==> src/logic/cbo_pkg.sv <==
package cbo_pkg;
  localparam int ADDR_W = 8;
  localparam int DATA_W = 8;
  localparam logic [7:0] OFS_STOP_FB = 8'h0b;
  localparam logic [7:0] OFS_IMP_LO = 8'h0c;
  localparam logic [7:0] OFS_IMP_HI = 8'h0d;
  localparam logic [7:0] OFS_PULL_LO = 8'h0e;
  localparam logic [7:0] OFS_PULL_HI = 8'h0f;
  localparam logic [7:0] OFS_MODE_PULL = 8'h10;
  localparam logic [7:0] OFS_GATE_POL = 8'h12;
  localparam logic [7:0] OFS_PD_POL = 8'h13;
  // Restore-control byte, kept here so power-down behaviour is software steerable
  localparam logic [7:0] OFS_PD_RESTORE = 8'h0a;
  localparam int PD_RESTORE_BIT = 6;
  // Field positions
  localparam int STOP_LSB = 0;
  localparam int FEEDBACK_IMPEDANCE_SEL_LSB = 6;
  localparam int IMP_LO_A_LSB = 2;
  localparam int IMP_LO_B_LSB = 6;
  localparam int IMP_HI_A_LSB = 0;
  localparam int IMP_HI_B_LSB = 4;
  localparam int BW_PULL_LSB = 2;
  localparam int PG_PULL_LSB = 0;
  localparam int POL_A_BIT = 1;
  localparam int POL_B_BIT = 3;
  localparam int POL_C_BIT = 4;
  localparam int POL_D_BIT = 6;
  localparam int PD_POL_BIT = 0;
  // Codes
  localparam logic [1:0] STOP_RST = 2'h0;
  localparam logic [1:0] STOP_LOW_LOW = 2'h0;
  localparam logic [1:0] STOP_HIZ = 2'h1;
  localparam logic [1:0] STOP_HIGH_LOW = 2'h2;
  localparam logic [1:0] STOP_LOW_HIGH = 2'h3;
  localparam logic [1:0] IMP_100 = 2'h2;
  localparam logic [1:0] IMP_85 = 2'h1;
  localparam logic [1:0] PULL_DOWN = 2'h1;
  localparam logic [1:0] PULL_UP = 2'h2;
  localparam logic [1:0] PULL_BOTH = 2'h3;
  localparam logic [1:0] VARIANT_100 = 2'h0;
  localparam logic [1:0] VARIANT_85 = 2'h1;
  localparam logic [1:0] VARIANT_PROG = 2'h2;
endpackage : cbo_pkg

==> src/logic/cbo_config_regs.sv <==
`timescale 1ns/1ns
module cbo_config_regs #(
  parameter logic [1:0] VARIANT = cbo_pkg::VARIANT_100,
  parameter logic [7:0] FACTORY_IMP = 8'haa
) (
  input wire logic clock_in,
  input wire logic rst_b_in,
  input wire logic wr_en_in,
  input wire logic [cbo_pkg::ADDR_W-1:0] addr_in,
  input wire logic [cbo_pkg::DATA_W-1:0] wr_data_in,
  output logic [cbo_pkg::DATA_W-1:0] rd_data_out,
  input wire logic [3:0] gate_pin_in,
  input wire logic power_good_powerdown_pin_in,
  output logic [3:0] pair_enable_out,
  output logic [1:0] pair_true_drive_out,
  output logic [1:0] pair_comp_drive_out,
  output logic stop_hiz_out,
  output logic [1:0] stop_state_sel_out,
  output logic [7:0] pair_impedance_sel_out,
  output logic [1:0] feedback_impedance_sel_out,
  output logic [7:0] output_gate_pull_sel_out,
  output logic [1:0] bandwidth_bypass_pull_sel_out,
  output logic [1:0] power_good_pull_sel_out,
  output logic [3:0] output_gate_polarity_out,
  output logic powerdown_polarity_out,
  output logic powerdown_out
);
  // Factory code is loaded for every output on the programmable variant
  function automatic logic [1:0] imp_default(input logic [1:0] factory);
    case (VARIANT)
      cbo_pkg::VARIANT_85: imp_default = cbo_pkg::IMP_85;
      cbo_pkg::VARIANT_PROG: imp_default = factory;
      default: imp_default = cbo_pkg::IMP_100;
    endcase
  endfunction : imp_default

  logic [1:0] stop_ff;
  logic [1:0] feedback_impedance_sel_ff;
  logic [7:0] imp_ff;
  logic [7:0] gpull_ff;
  logic [1:0] bw_pull_ff;
  logic [1:0] pg_pull_ff;
  logic [3:0] gpol_ff;
  logic pd_pol_ff;
  logic keep_ff;
  logic pd_now;
  logic clear_cfg;

  // Power-down when the pin level equals the polarity bit
  assign pd_now = power_good_powerdown_pin_in ~^ pd_pol_ff;
  assign clear_cfg = pd_now && !keep_ff;

  // Defaults are reapplied while in power-down when restore says clear
  always_ff @(posedge clock_in or negedge rst_b_in)
  begin
    if (!rst_b_in)
    begin
      stop_ff <= cbo_pkg::STOP_RST;
      feedback_impedance_sel_ff <= imp_default(FACTORY_IMP[1:0]);
      imp_ff <= {imp_default(FACTORY_IMP[7:6]), imp_default(FACTORY_IMP[5:4]),
        imp_default(FACTORY_IMP[3:2]), imp_default(FACTORY_IMP[1:0])};
      gpull_ff <= {4{cbo_pkg::PULL_DOWN}};
      bw_pull_ff <= cbo_pkg::PULL_BOTH;
      pg_pull_ff <= cbo_pkg::PULL_UP;
      gpol_ff <= 4'h0;
      pd_pol_ff <= 1'b0;
    end
    else if (clear_cfg)
    begin
      stop_ff <= cbo_pkg::STOP_RST;
      feedback_impedance_sel_ff <= imp_default(FACTORY_IMP[1:0]);
      imp_ff <= {imp_default(FACTORY_IMP[7:6]), imp_default(FACTORY_IMP[5:4]),
        imp_default(FACTORY_IMP[3:2]), imp_default(FACTORY_IMP[1:0])};
      gpull_ff <= {4{cbo_pkg::PULL_DOWN}};
      bw_pull_ff <= cbo_pkg::PULL_BOTH;
      pg_pull_ff <= cbo_pkg::PULL_UP;
      gpol_ff <= 4'h0;
      // Polarity of the power-down pin itself is kept, or clearing it could end power-down at once
    end
    // Writes are refused while a clearing power-down holds the defaults,
    // so the host must leave power-down or first set the restore bit to keep before it reprograms any byte but the restore byte
    else if (wr_en_in)
    begin
      case (addr_in)
        cbo_pkg::OFS_STOP_FB:
        begin
          stop_ff <= wr_data_in[cbo_pkg::STOP_LSB +: 2];
          feedback_impedance_sel_ff <= wr_data_in[cbo_pkg::FEEDBACK_IMPEDANCE_SEL_LSB +: 2];
        end
        // Reserved code 11 is stored as written; keeping it out is the host's duty
        cbo_pkg::OFS_IMP_LO:
        begin
          imp_ff[1:0] <= wr_data_in[cbo_pkg::IMP_LO_A_LSB +: 2];
          imp_ff[3:2] <= wr_data_in[cbo_pkg::IMP_LO_B_LSB +: 2];
        end
        cbo_pkg::OFS_IMP_HI:
        begin
          imp_ff[5:4] <= wr_data_in[cbo_pkg::IMP_HI_A_LSB +: 2];
          imp_ff[7:6] <= wr_data_in[cbo_pkg::IMP_HI_B_LSB +: 2];
        end
        // Gate pull bytes reuse the impedance byte layout
        cbo_pkg::OFS_PULL_LO:
        begin
          gpull_ff[1:0] <= wr_data_in[cbo_pkg::IMP_LO_A_LSB +: 2];
          gpull_ff[3:2] <= wr_data_in[cbo_pkg::IMP_LO_B_LSB +: 2];
        end
        cbo_pkg::OFS_PULL_HI:
        begin
          gpull_ff[5:4] <= wr_data_in[cbo_pkg::IMP_HI_A_LSB +: 2];
          gpull_ff[7:6] <= wr_data_in[cbo_pkg::IMP_HI_B_LSB +: 2];
        end
        cbo_pkg::OFS_MODE_PULL:
        begin
          bw_pull_ff <= wr_data_in[cbo_pkg::BW_PULL_LSB +: 2];
          pg_pull_ff <= wr_data_in[cbo_pkg::PG_PULL_LSB +: 2];
        end
        cbo_pkg::OFS_GATE_POL:
        begin
          gpol_ff <= {wr_data_in[cbo_pkg::POL_D_BIT], wr_data_in[cbo_pkg::POL_C_BIT],
            wr_data_in[cbo_pkg::POL_B_BIT], wr_data_in[cbo_pkg::POL_A_BIT]};
        end
        cbo_pkg::OFS_PD_POL: pd_pol_ff <= wr_data_in[cbo_pkg::PD_POL_BIT];
        default: ;
      endcase
    end
  end

  // Restore choice survives power-down so it can steer the next one
  always_ff @(posedge clock_in or negedge rst_b_in)
  begin
    if (!rst_b_in)
      keep_ff <= 1'b0;
    else if (wr_en_in && addr_in == cbo_pkg::OFS_PD_RESTORE)
      keep_ff <= wr_data_in[cbo_pkg::PD_RESTORE_BIT];
  end

  // Read-back: reserved bits return zero
  always_comb
  begin
    rd_data_out = 8'h00;
    case (addr_in)
      cbo_pkg::OFS_PD_RESTORE: rd_data_out[cbo_pkg::PD_RESTORE_BIT] = keep_ff;
      cbo_pkg::OFS_STOP_FB:
      begin
        rd_data_out[cbo_pkg::STOP_LSB +: 2] = stop_ff;
        rd_data_out[cbo_pkg::FEEDBACK_IMPEDANCE_SEL_LSB +: 2] = feedback_impedance_sel_ff;
      end
      cbo_pkg::OFS_IMP_LO:
      begin
        rd_data_out[cbo_pkg::IMP_LO_A_LSB +: 2] = imp_ff[1:0];
        rd_data_out[cbo_pkg::IMP_LO_B_LSB +: 2] = imp_ff[3:2];
      end
      cbo_pkg::OFS_IMP_HI:
      begin
        rd_data_out[cbo_pkg::IMP_HI_A_LSB +: 2] = imp_ff[5:4];
        rd_data_out[cbo_pkg::IMP_HI_B_LSB +: 2] = imp_ff[7:6];
      end
      cbo_pkg::OFS_PULL_LO:
      begin
        rd_data_out[cbo_pkg::IMP_LO_A_LSB +: 2] = gpull_ff[1:0];
        rd_data_out[cbo_pkg::IMP_LO_B_LSB +: 2] = gpull_ff[3:2];
      end
      cbo_pkg::OFS_PULL_HI:
      begin
        rd_data_out[cbo_pkg::IMP_HI_A_LSB +: 2] = gpull_ff[5:4];
        rd_data_out[cbo_pkg::IMP_HI_B_LSB +: 2] = gpull_ff[7:6];
      end
      cbo_pkg::OFS_MODE_PULL:
      begin
        rd_data_out[cbo_pkg::BW_PULL_LSB +: 2] = bw_pull_ff;
        rd_data_out[cbo_pkg::PG_PULL_LSB +: 2] = pg_pull_ff;
      end
      cbo_pkg::OFS_GATE_POL:
      begin
        rd_data_out[cbo_pkg::POL_A_BIT] = gpol_ff[0];
        rd_data_out[cbo_pkg::POL_B_BIT] = gpol_ff[1];
        rd_data_out[cbo_pkg::POL_C_BIT] = gpol_ff[2];
        rd_data_out[cbo_pkg::POL_D_BIT] = gpol_ff[3];
      end
      cbo_pkg::OFS_PD_POL: rd_data_out[cbo_pkg::PD_POL_BIT] = pd_pol_ff;
      default: rd_data_out = 8'h00;
    endcase
  end

  // A pair runs only when its gate pin matches polarity and power is up
  assign pair_enable_out = (gate_pin_in ~^ gpol_ff) & {4{!pd_now}};

  // Disabled-state drive decode, shared by all pairs
  always_comb
  begin
    stop_hiz_out = 1'b0;
    pair_true_drive_out = 2'h0;
    case (stop_ff)
      cbo_pkg::STOP_HIZ: stop_hiz_out = 1'b1;
      cbo_pkg::STOP_HIGH_LOW: pair_true_drive_out = 2'h1;
      cbo_pkg::STOP_LOW_HIGH: pair_true_drive_out = 2'h2;
      default: pair_true_drive_out = 2'h0;
    endcase
  end
  // Complement leg only flags hi-z; low/high is read from the state field
  assign pair_comp_drive_out = {stop_hiz_out, 1'b0};

  assign stop_state_sel_out = stop_ff;
  assign pair_impedance_sel_out = imp_ff;
  assign feedback_impedance_sel_out = feedback_impedance_sel_ff;
  assign output_gate_pull_sel_out = gpull_ff;
  assign bandwidth_bypass_pull_sel_out = bw_pull_ff;
  assign power_good_pull_sel_out = pg_pull_ff;
  assign output_gate_polarity_out = gpol_ff;
  assign powerdown_polarity_out = pd_pol_ff;
  assign powerdown_out = pd_now;
endmodule : cbo_config_regs

==> config.mk <==
export PLATFORM = sky130hd
export DESIGN_NAME = cbo_config_regs
export DESIGN_NICKNAME = d
export VERILOG_FILES = /design/src/logic/cbo_pkg.sv /design/src/logic/cbo_config_regs.sv
export SDC_FILE = /design/constraint.sdc
export NUM_CORES = 1
export LEC_CHECK = 0
export ABC_AREA = 1
export BUFFER_PORTS_ARGS = -buffer_cell sky130_fd_sc_hd__buf_2
export CAP_MARGIN = 20
export CELL_PAD_IN_SITES_DETAIL_PLACEMENT = 0
export CELL_PAD_IN_SITES_GLOBAL_PLACEMENT = 2
export CORE_MARGIN = 4
export CORE_UTILIZATION = 23
export DETAILED_ROUTE_END_ITERATION = 12
export GPL_TIMING_DRIVEN = 0
export PLACE_DENSITY = 0.76
export SLEW_MARGIN = 20
export SYNTH_ARGS = -nofsm -noshare
export SYNTH_HDL_FRONTEND = slang
export SYNTH_SLANG_ARGS = --single-unit
==> constraint.sdc <==
create_clock -name clock_in -period 1.1 [get_ports clock_in]
set_input_delay 0.055 -clock clock_in [delete_from_list [all_inputs] [get_ports clock_in]]
set_output_delay 0.055 -clock clock_in [all_outputs]
set_load 0.02 [all_outputs]
* Word-level counts from Yosys, hierarchy flattened
Cells that the tools add are included.
Word-level totals: register bits after elaboration 30, input bits 24, output and inout bits 47, word-level logic and storage cells 80
Cells by class: equality and inequality tests 12, mux-type cells 33, bitwise gates (word level) 4, reduce and logical (&&, ||, !) cells 20
Operators with widths (count):
- $eq A8 B4 Y1 const B | 6
- $mux W8 | 4
- $mux W4 | 7
- $eq A8 B5 Y1 const B | 3
- $mux W2 | 12
- $reduce_bool A2 Y1 | 8
- $pmux W1 S5 | 3
- $reduce_and A2 Y1 | 7
- $pmux W1 S3 | 3
- $and A4 B4 Y4 | 1
- $eq A2 B2 Y1 const B | 2
- $pmux W1 S4 | 1
- $pmux W2 S2 | 1
- $xnor A4 B4 Y4 | 1
- $reduce_and A3 Y1 | 1
- $eq A2 B1 Y1 const B | 1
- $logic_and A1 B1 Y1 | 2
- $logic_not A1 Y1 | 2
- $pmux W1 S2 | 1
- $mux W1 | 1
- $not A1 Y1 | 1
- $xnor A1 B1 Y1 | 1

* Logic depth before layout (Yosys ltp)
word-level depth 4, depth in mapped cells 8, mapped depth without buffers 8

* Least setup slack after synthesis
OpenSTA, ideal clock, no wires.
kind flip-flop to output port, from register pd_pol_ff, in the netlist powerdown_polarity_out, to output port pair_enable_out[0], arrival 1.270 ns, data required time 1.045 ns, setup slack -0.225 ns, cell stages (with the launch flop) 6, path buffers 1, path through dfrtp_1 inv_1 nand2_1 and2_1 clkbuf_1 nor2_1
On the way: word-level cells in the longest chain between the ends 3
Ends and longest elaborated chain:
- start: declaration | line cbo_config_regs.sv:44 | logic pd_pol_ff;
- start signal: assignment | line cbo_config_regs.sv:122 | cbo_pkg::OFS_PD_POL: pd_pol_ff <= wr_data_in[cbo_pkg::PD_POL_BIT];
- $xnor A1 B1 Y1 | line cbo_config_regs.sv:50 | assign pd_now = power_good_powerdown_pin_in ~^ pd_pol_ff;
- net powerdown_out | line cbo_config_regs.sv:26 | output logic powerdown_out
- $logic_not A1 Y1 | line cbo_config_regs.sv:186 | assign pair_enable_out = (gate_pin_in ~^ gpol_ff) & {4{!pd_now}};
- $and A4 B4 Y4 | line cbo_config_regs.sv:186
- end: declaration | line cbo_config_regs.sv:14 | output logic [3:0] pair_enable_out,
The timed path passes the listed nets, and every way through them passes these cells.

* Final worst setup path
from register pg_pull_ff[1], in the netlist power_good_pull_sel_out[1], to output port rd_data_out[1] (netlist name)
On the way: word-level cells in the longest chain between the ends 1
Ends and longest elaborated chain:
- start: declaration | line cbo_config_regs.sv:42 | logic [1:0] pg_pull_ff;
- start signal: assignment | line cbo_config_regs.sv:64 | pg_pull_ff <= cbo_pkg::PULL_UP;
- start signal: assignment | line cbo_config_regs.sv:76 | pg_pull_ff <= cbo_pkg::PULL_UP;
- start signal: assignment | line cbo_config_regs.sv:115 | pg_pull_ff <= wr_data_in[cbo_pkg::PG_PULL_LSB +: 2];
- $pmux W1 S5 | line cbo_config_regs.sv:141 | case (addr_in)
- end: declaration | line cbo_config_regs.sv:11 | output logic [cbo_pkg::DATA_W-1:0] rd_data_out,
Every way passes these cells.

==> flow_metrics.tcl <==
set metrics [dict create \
    syn_nets 302 \
    finalHoldViolCount 0 \
    syn_area_um2 1950 \
    vias_per_cell 4.63 \
    dieArea_um2 10000 \
    grt_pass1_wl_um 11600 \
    synthCells 278 \
    synth_compound_area_share_pct 3.59 \
    stdcell_area_um2 3500 \
    htree_levels 2 \
    cp-startpoint "power_good_pull_sel_out[1]" \
    track_usage_pct 15.0 \
    ys.warnings.count 0 \
    synthMuxAreaShare_pct 0 \
    synth_top_family_by_area "simple AND/OR/NAND/NOR gates" \
    p_leak_nw 1.72 \
    io_pins 71 \
    place_hpwl_um 5360 \
    yosys.area.top_type "dfrtp_1" \
    r2r-start "powerdown_polarity_out" \
    crit_fanout 2 \
    required_ps 1040 \
    num-nets-final 405 \
    drt_iter0_drc 111 \
    synth_xor_area_share_pct 1.79 \
    antenna_cells 0 \
    period_minus_slack_ps 1320 \
    netlist.area_leader.share_pct 23.1 \
    yosys.area_share.adder_pct 0 \
    finalSetupTns_ps -7030 \
    start_util_pct 23.7 \
    clk_latency_ps 290 \
    r2r_cells 8 \
    final_common_cell "nand2_1" \
    max_freq_ghz 0.759 \
    grt_max_degree 31 \
    status "finished with violations" \
    gp_congestion 0.773 \
    setup_ws_ps -218 \
    slew_headroom_pct 52.0 \
    tritoncts "built" \
    fillers 870 \
    rsz0062_at_grt "yes" \
    setup_violations 48 \
    hold_path_startpoint "wr_data_in[2]" \
    cts_sinks 30 \
    ys_types 27 \
    areaGrowthSynthToFinish_pct 79.2 \
    ys_seq_area_share_pct 39.2 \
    synth_area_leaders "dfrtp_1, dfstp_2, nand2_1" \
    violations "negative setup slack" \
    syn_area_per_cell_um2 7.03 \
    wl_um 7540 \
    ant_nets 0 \
    worst_slew_pin_slew_ps 719 \
    vias 2255 \
    worstSetupEndpointType "output port" \
    ys_ff_latch 30 \
    fp.dieW_um 100 \
    irDropWorstVdd_v 0.000964 \
    p_clk_share_pct 36.4 \
    wl_per_cell_um 15.5 \
    mostFrequentLayoutCells "nand2_1, buf_2, buf_6" \
    p_switching_w 0.000954 \
    combPwrFrac_pct 25.8 \
    first_global_vias 2186 \
    slew_violations 0 \
    post-route-period-util_pct 120 \
    first_pass_iters 4 \
    numCtsBuffers 5 \
    antenna_found_initial 0 \
    drcViolationCount 0 \
    p_seq_share_pct 37.7 \
    crit_arrival_ps 1260 \
    post-route-util_pct 42.4 \
    max_cap_violations 0 \
    cts.path.max_buffers 2 \
    swShare_pct 29.3 \
    crit_path_end "rd_data_out[1]" \
    path_class "reg -> out" \
    drive_above_1_share_pct 62.0 \
    num_rows 33 \
    cts.root.buffer_cell "clkbuf_8" \
    grt-ovfl-total 0 \
    fin_skew_ps 10.7 \
    startpoint_type "flip-flop" \
    internal_power_w 0.00230 \
    synth_simple_gate_area_share_pct 46.2 \
    r2r_slack_ps -210 \
    r2r_end "powerdown_polarity_out" \
    portBuffers 69 \
    p_per_area_nw_per_um2 930 \
    hold_path_class "in -> reg" \
    coreArea_um2 8260 \
    clk_pin_slew_ps 70 \
    die_h_um 100 \
    placedInstanceArea_um2 2500 \
]
-- repair_timing --
action	4_1_cts	5_1_grt
cloned	4	0
endpoints found under the hold margin	18	0
pin swaps	19	29
hold buffers	1	0
setup buffers	20	5
setup endpoints to repair	45	55
gates resized for setup	115	73
-- per-stage QoR --
step	worst slack (ps)	instances	hold WS (ps)	power, W
2_1_floorplan	-62.8	278	-241	0.00155
3_3_place_gp	-256	452	165	0.00176
3_5_place_dp	-256	452	148	0.00176
4_1_cts	-237	484	6.65	0.00317
5_1_grt	-311	487	19.7	0.00339
6_report	-218	487	8.28	0.00326
-- area by class of cell --
cell class                      count  area, um^2  area share [%]
Buffer                              6        70.1            2.00
Clock buffer                        7        86.3            2.47
Clock inverter                      1        30.0           0.858
Inverter                           32         136            3.90
Multi-Input combinational cell    207        1400            40.0
Sequential cell                    30         769            22.0
Tap cell                          105         131            3.75
Timing Repair Buffer               99         876            25.0
-- synth_stat cells --
| cell type | count |
|---|---|
| nand2_2 | 10 |
| buf_4 | 4 |
| clkinv_2 | 1 |
| inv_4 | 1 |
| nand3_1 | 57 |
| nor2_2 | 5 |
| xor2_1 | 4 |
| nor3_1 | 2 |
| o21ai_0 | 5 |
| inv_2 | 2 |
| nand2_4 | 1 |
| and2_1 | 1 |
| nand2_1 | 78 |
| nand4_1 | 3 |
| inv_1 | 28 |
| buf_2 | 3 |
| dfrtp_1 | 18 |
| nor2_1 | 22 |
| buf_1 | 1 |
| conb_1 | 1 |
| nand3b_1 | 1 |
| nor2_4 | 5 |
| clkbuf_1 | 1 |
| nand3_4 | 1 |
| nand3_2 | 2 |
| o21ai_1 | 9 |
| dfstp_2 | 12 |
-- critical path: stages, from the launching register on --
cell,delay [ps]
dfstp_2,550
nand4_1,90
nand2_1,120
inv_1,60
nand2_2,50
buf_6,110
-- cell families after synthesis --
logic type,count (synthesis)
AND/OR/NAND/NOR,188
other,1
AO/OA/AOI/OAI,14
flip-flops,30
buffers and inverters,41
XOR/XNOR,4
-- worst min path at each step --
stage	end	depth (start not counted)
global placement	stop_state_sel_out[1]	1
floorplan	feedback_impedance_sel_out[0]	0
detailed placement	output_gate_polarity_out[0]	1
CTS	output_gate_pull_sel_out[3]	3
global route	pair_impedance_sel_out[0]	3
finish	pair_impedance_sel_out[0]	3
-- routing by layer --
| metal | GRT usage [%] | up-vias | share of wire, % |
|---|---|---|---|
| li1 | - | 1095 | - |
| met2 | 25.1 | 65 | 51 |
| met4 | 4.25 | 0 | 1.2 |
| met5 | 0 | - | 0 |
| met1 | 19.6 | 1088 | 43 |
| met3 | 3.06 | 7 | 4.4 |
-- sequential cells by signal, indices dropped and copies added, names as in the netlist, 2 cells and up --
name and flops:
power_good_pull_sel_out 2, output_gate_pull_sel_out 8, stop_state_sel_out 2, pair_impedance_sel_out 8
output_gate_polarity_out 4, bandwidth_bypass_pull_sel_out 2, feedback_impedance_sel_out 2
-- power groups by stage --
stage	logic [W]	clock network, W	registers [W]
global placement	0.000513	0	0.00125
floorplan	0.000251	0	0.00130
finish	0.000841	0.00119	0.00123
global route	0.000902	0.00125	0.00123
detailed placement	0.000513	0	0.00125
CTS	0.000747	0.00120	0.00122
Note: power is estimated with default switching activity, not from simulation.
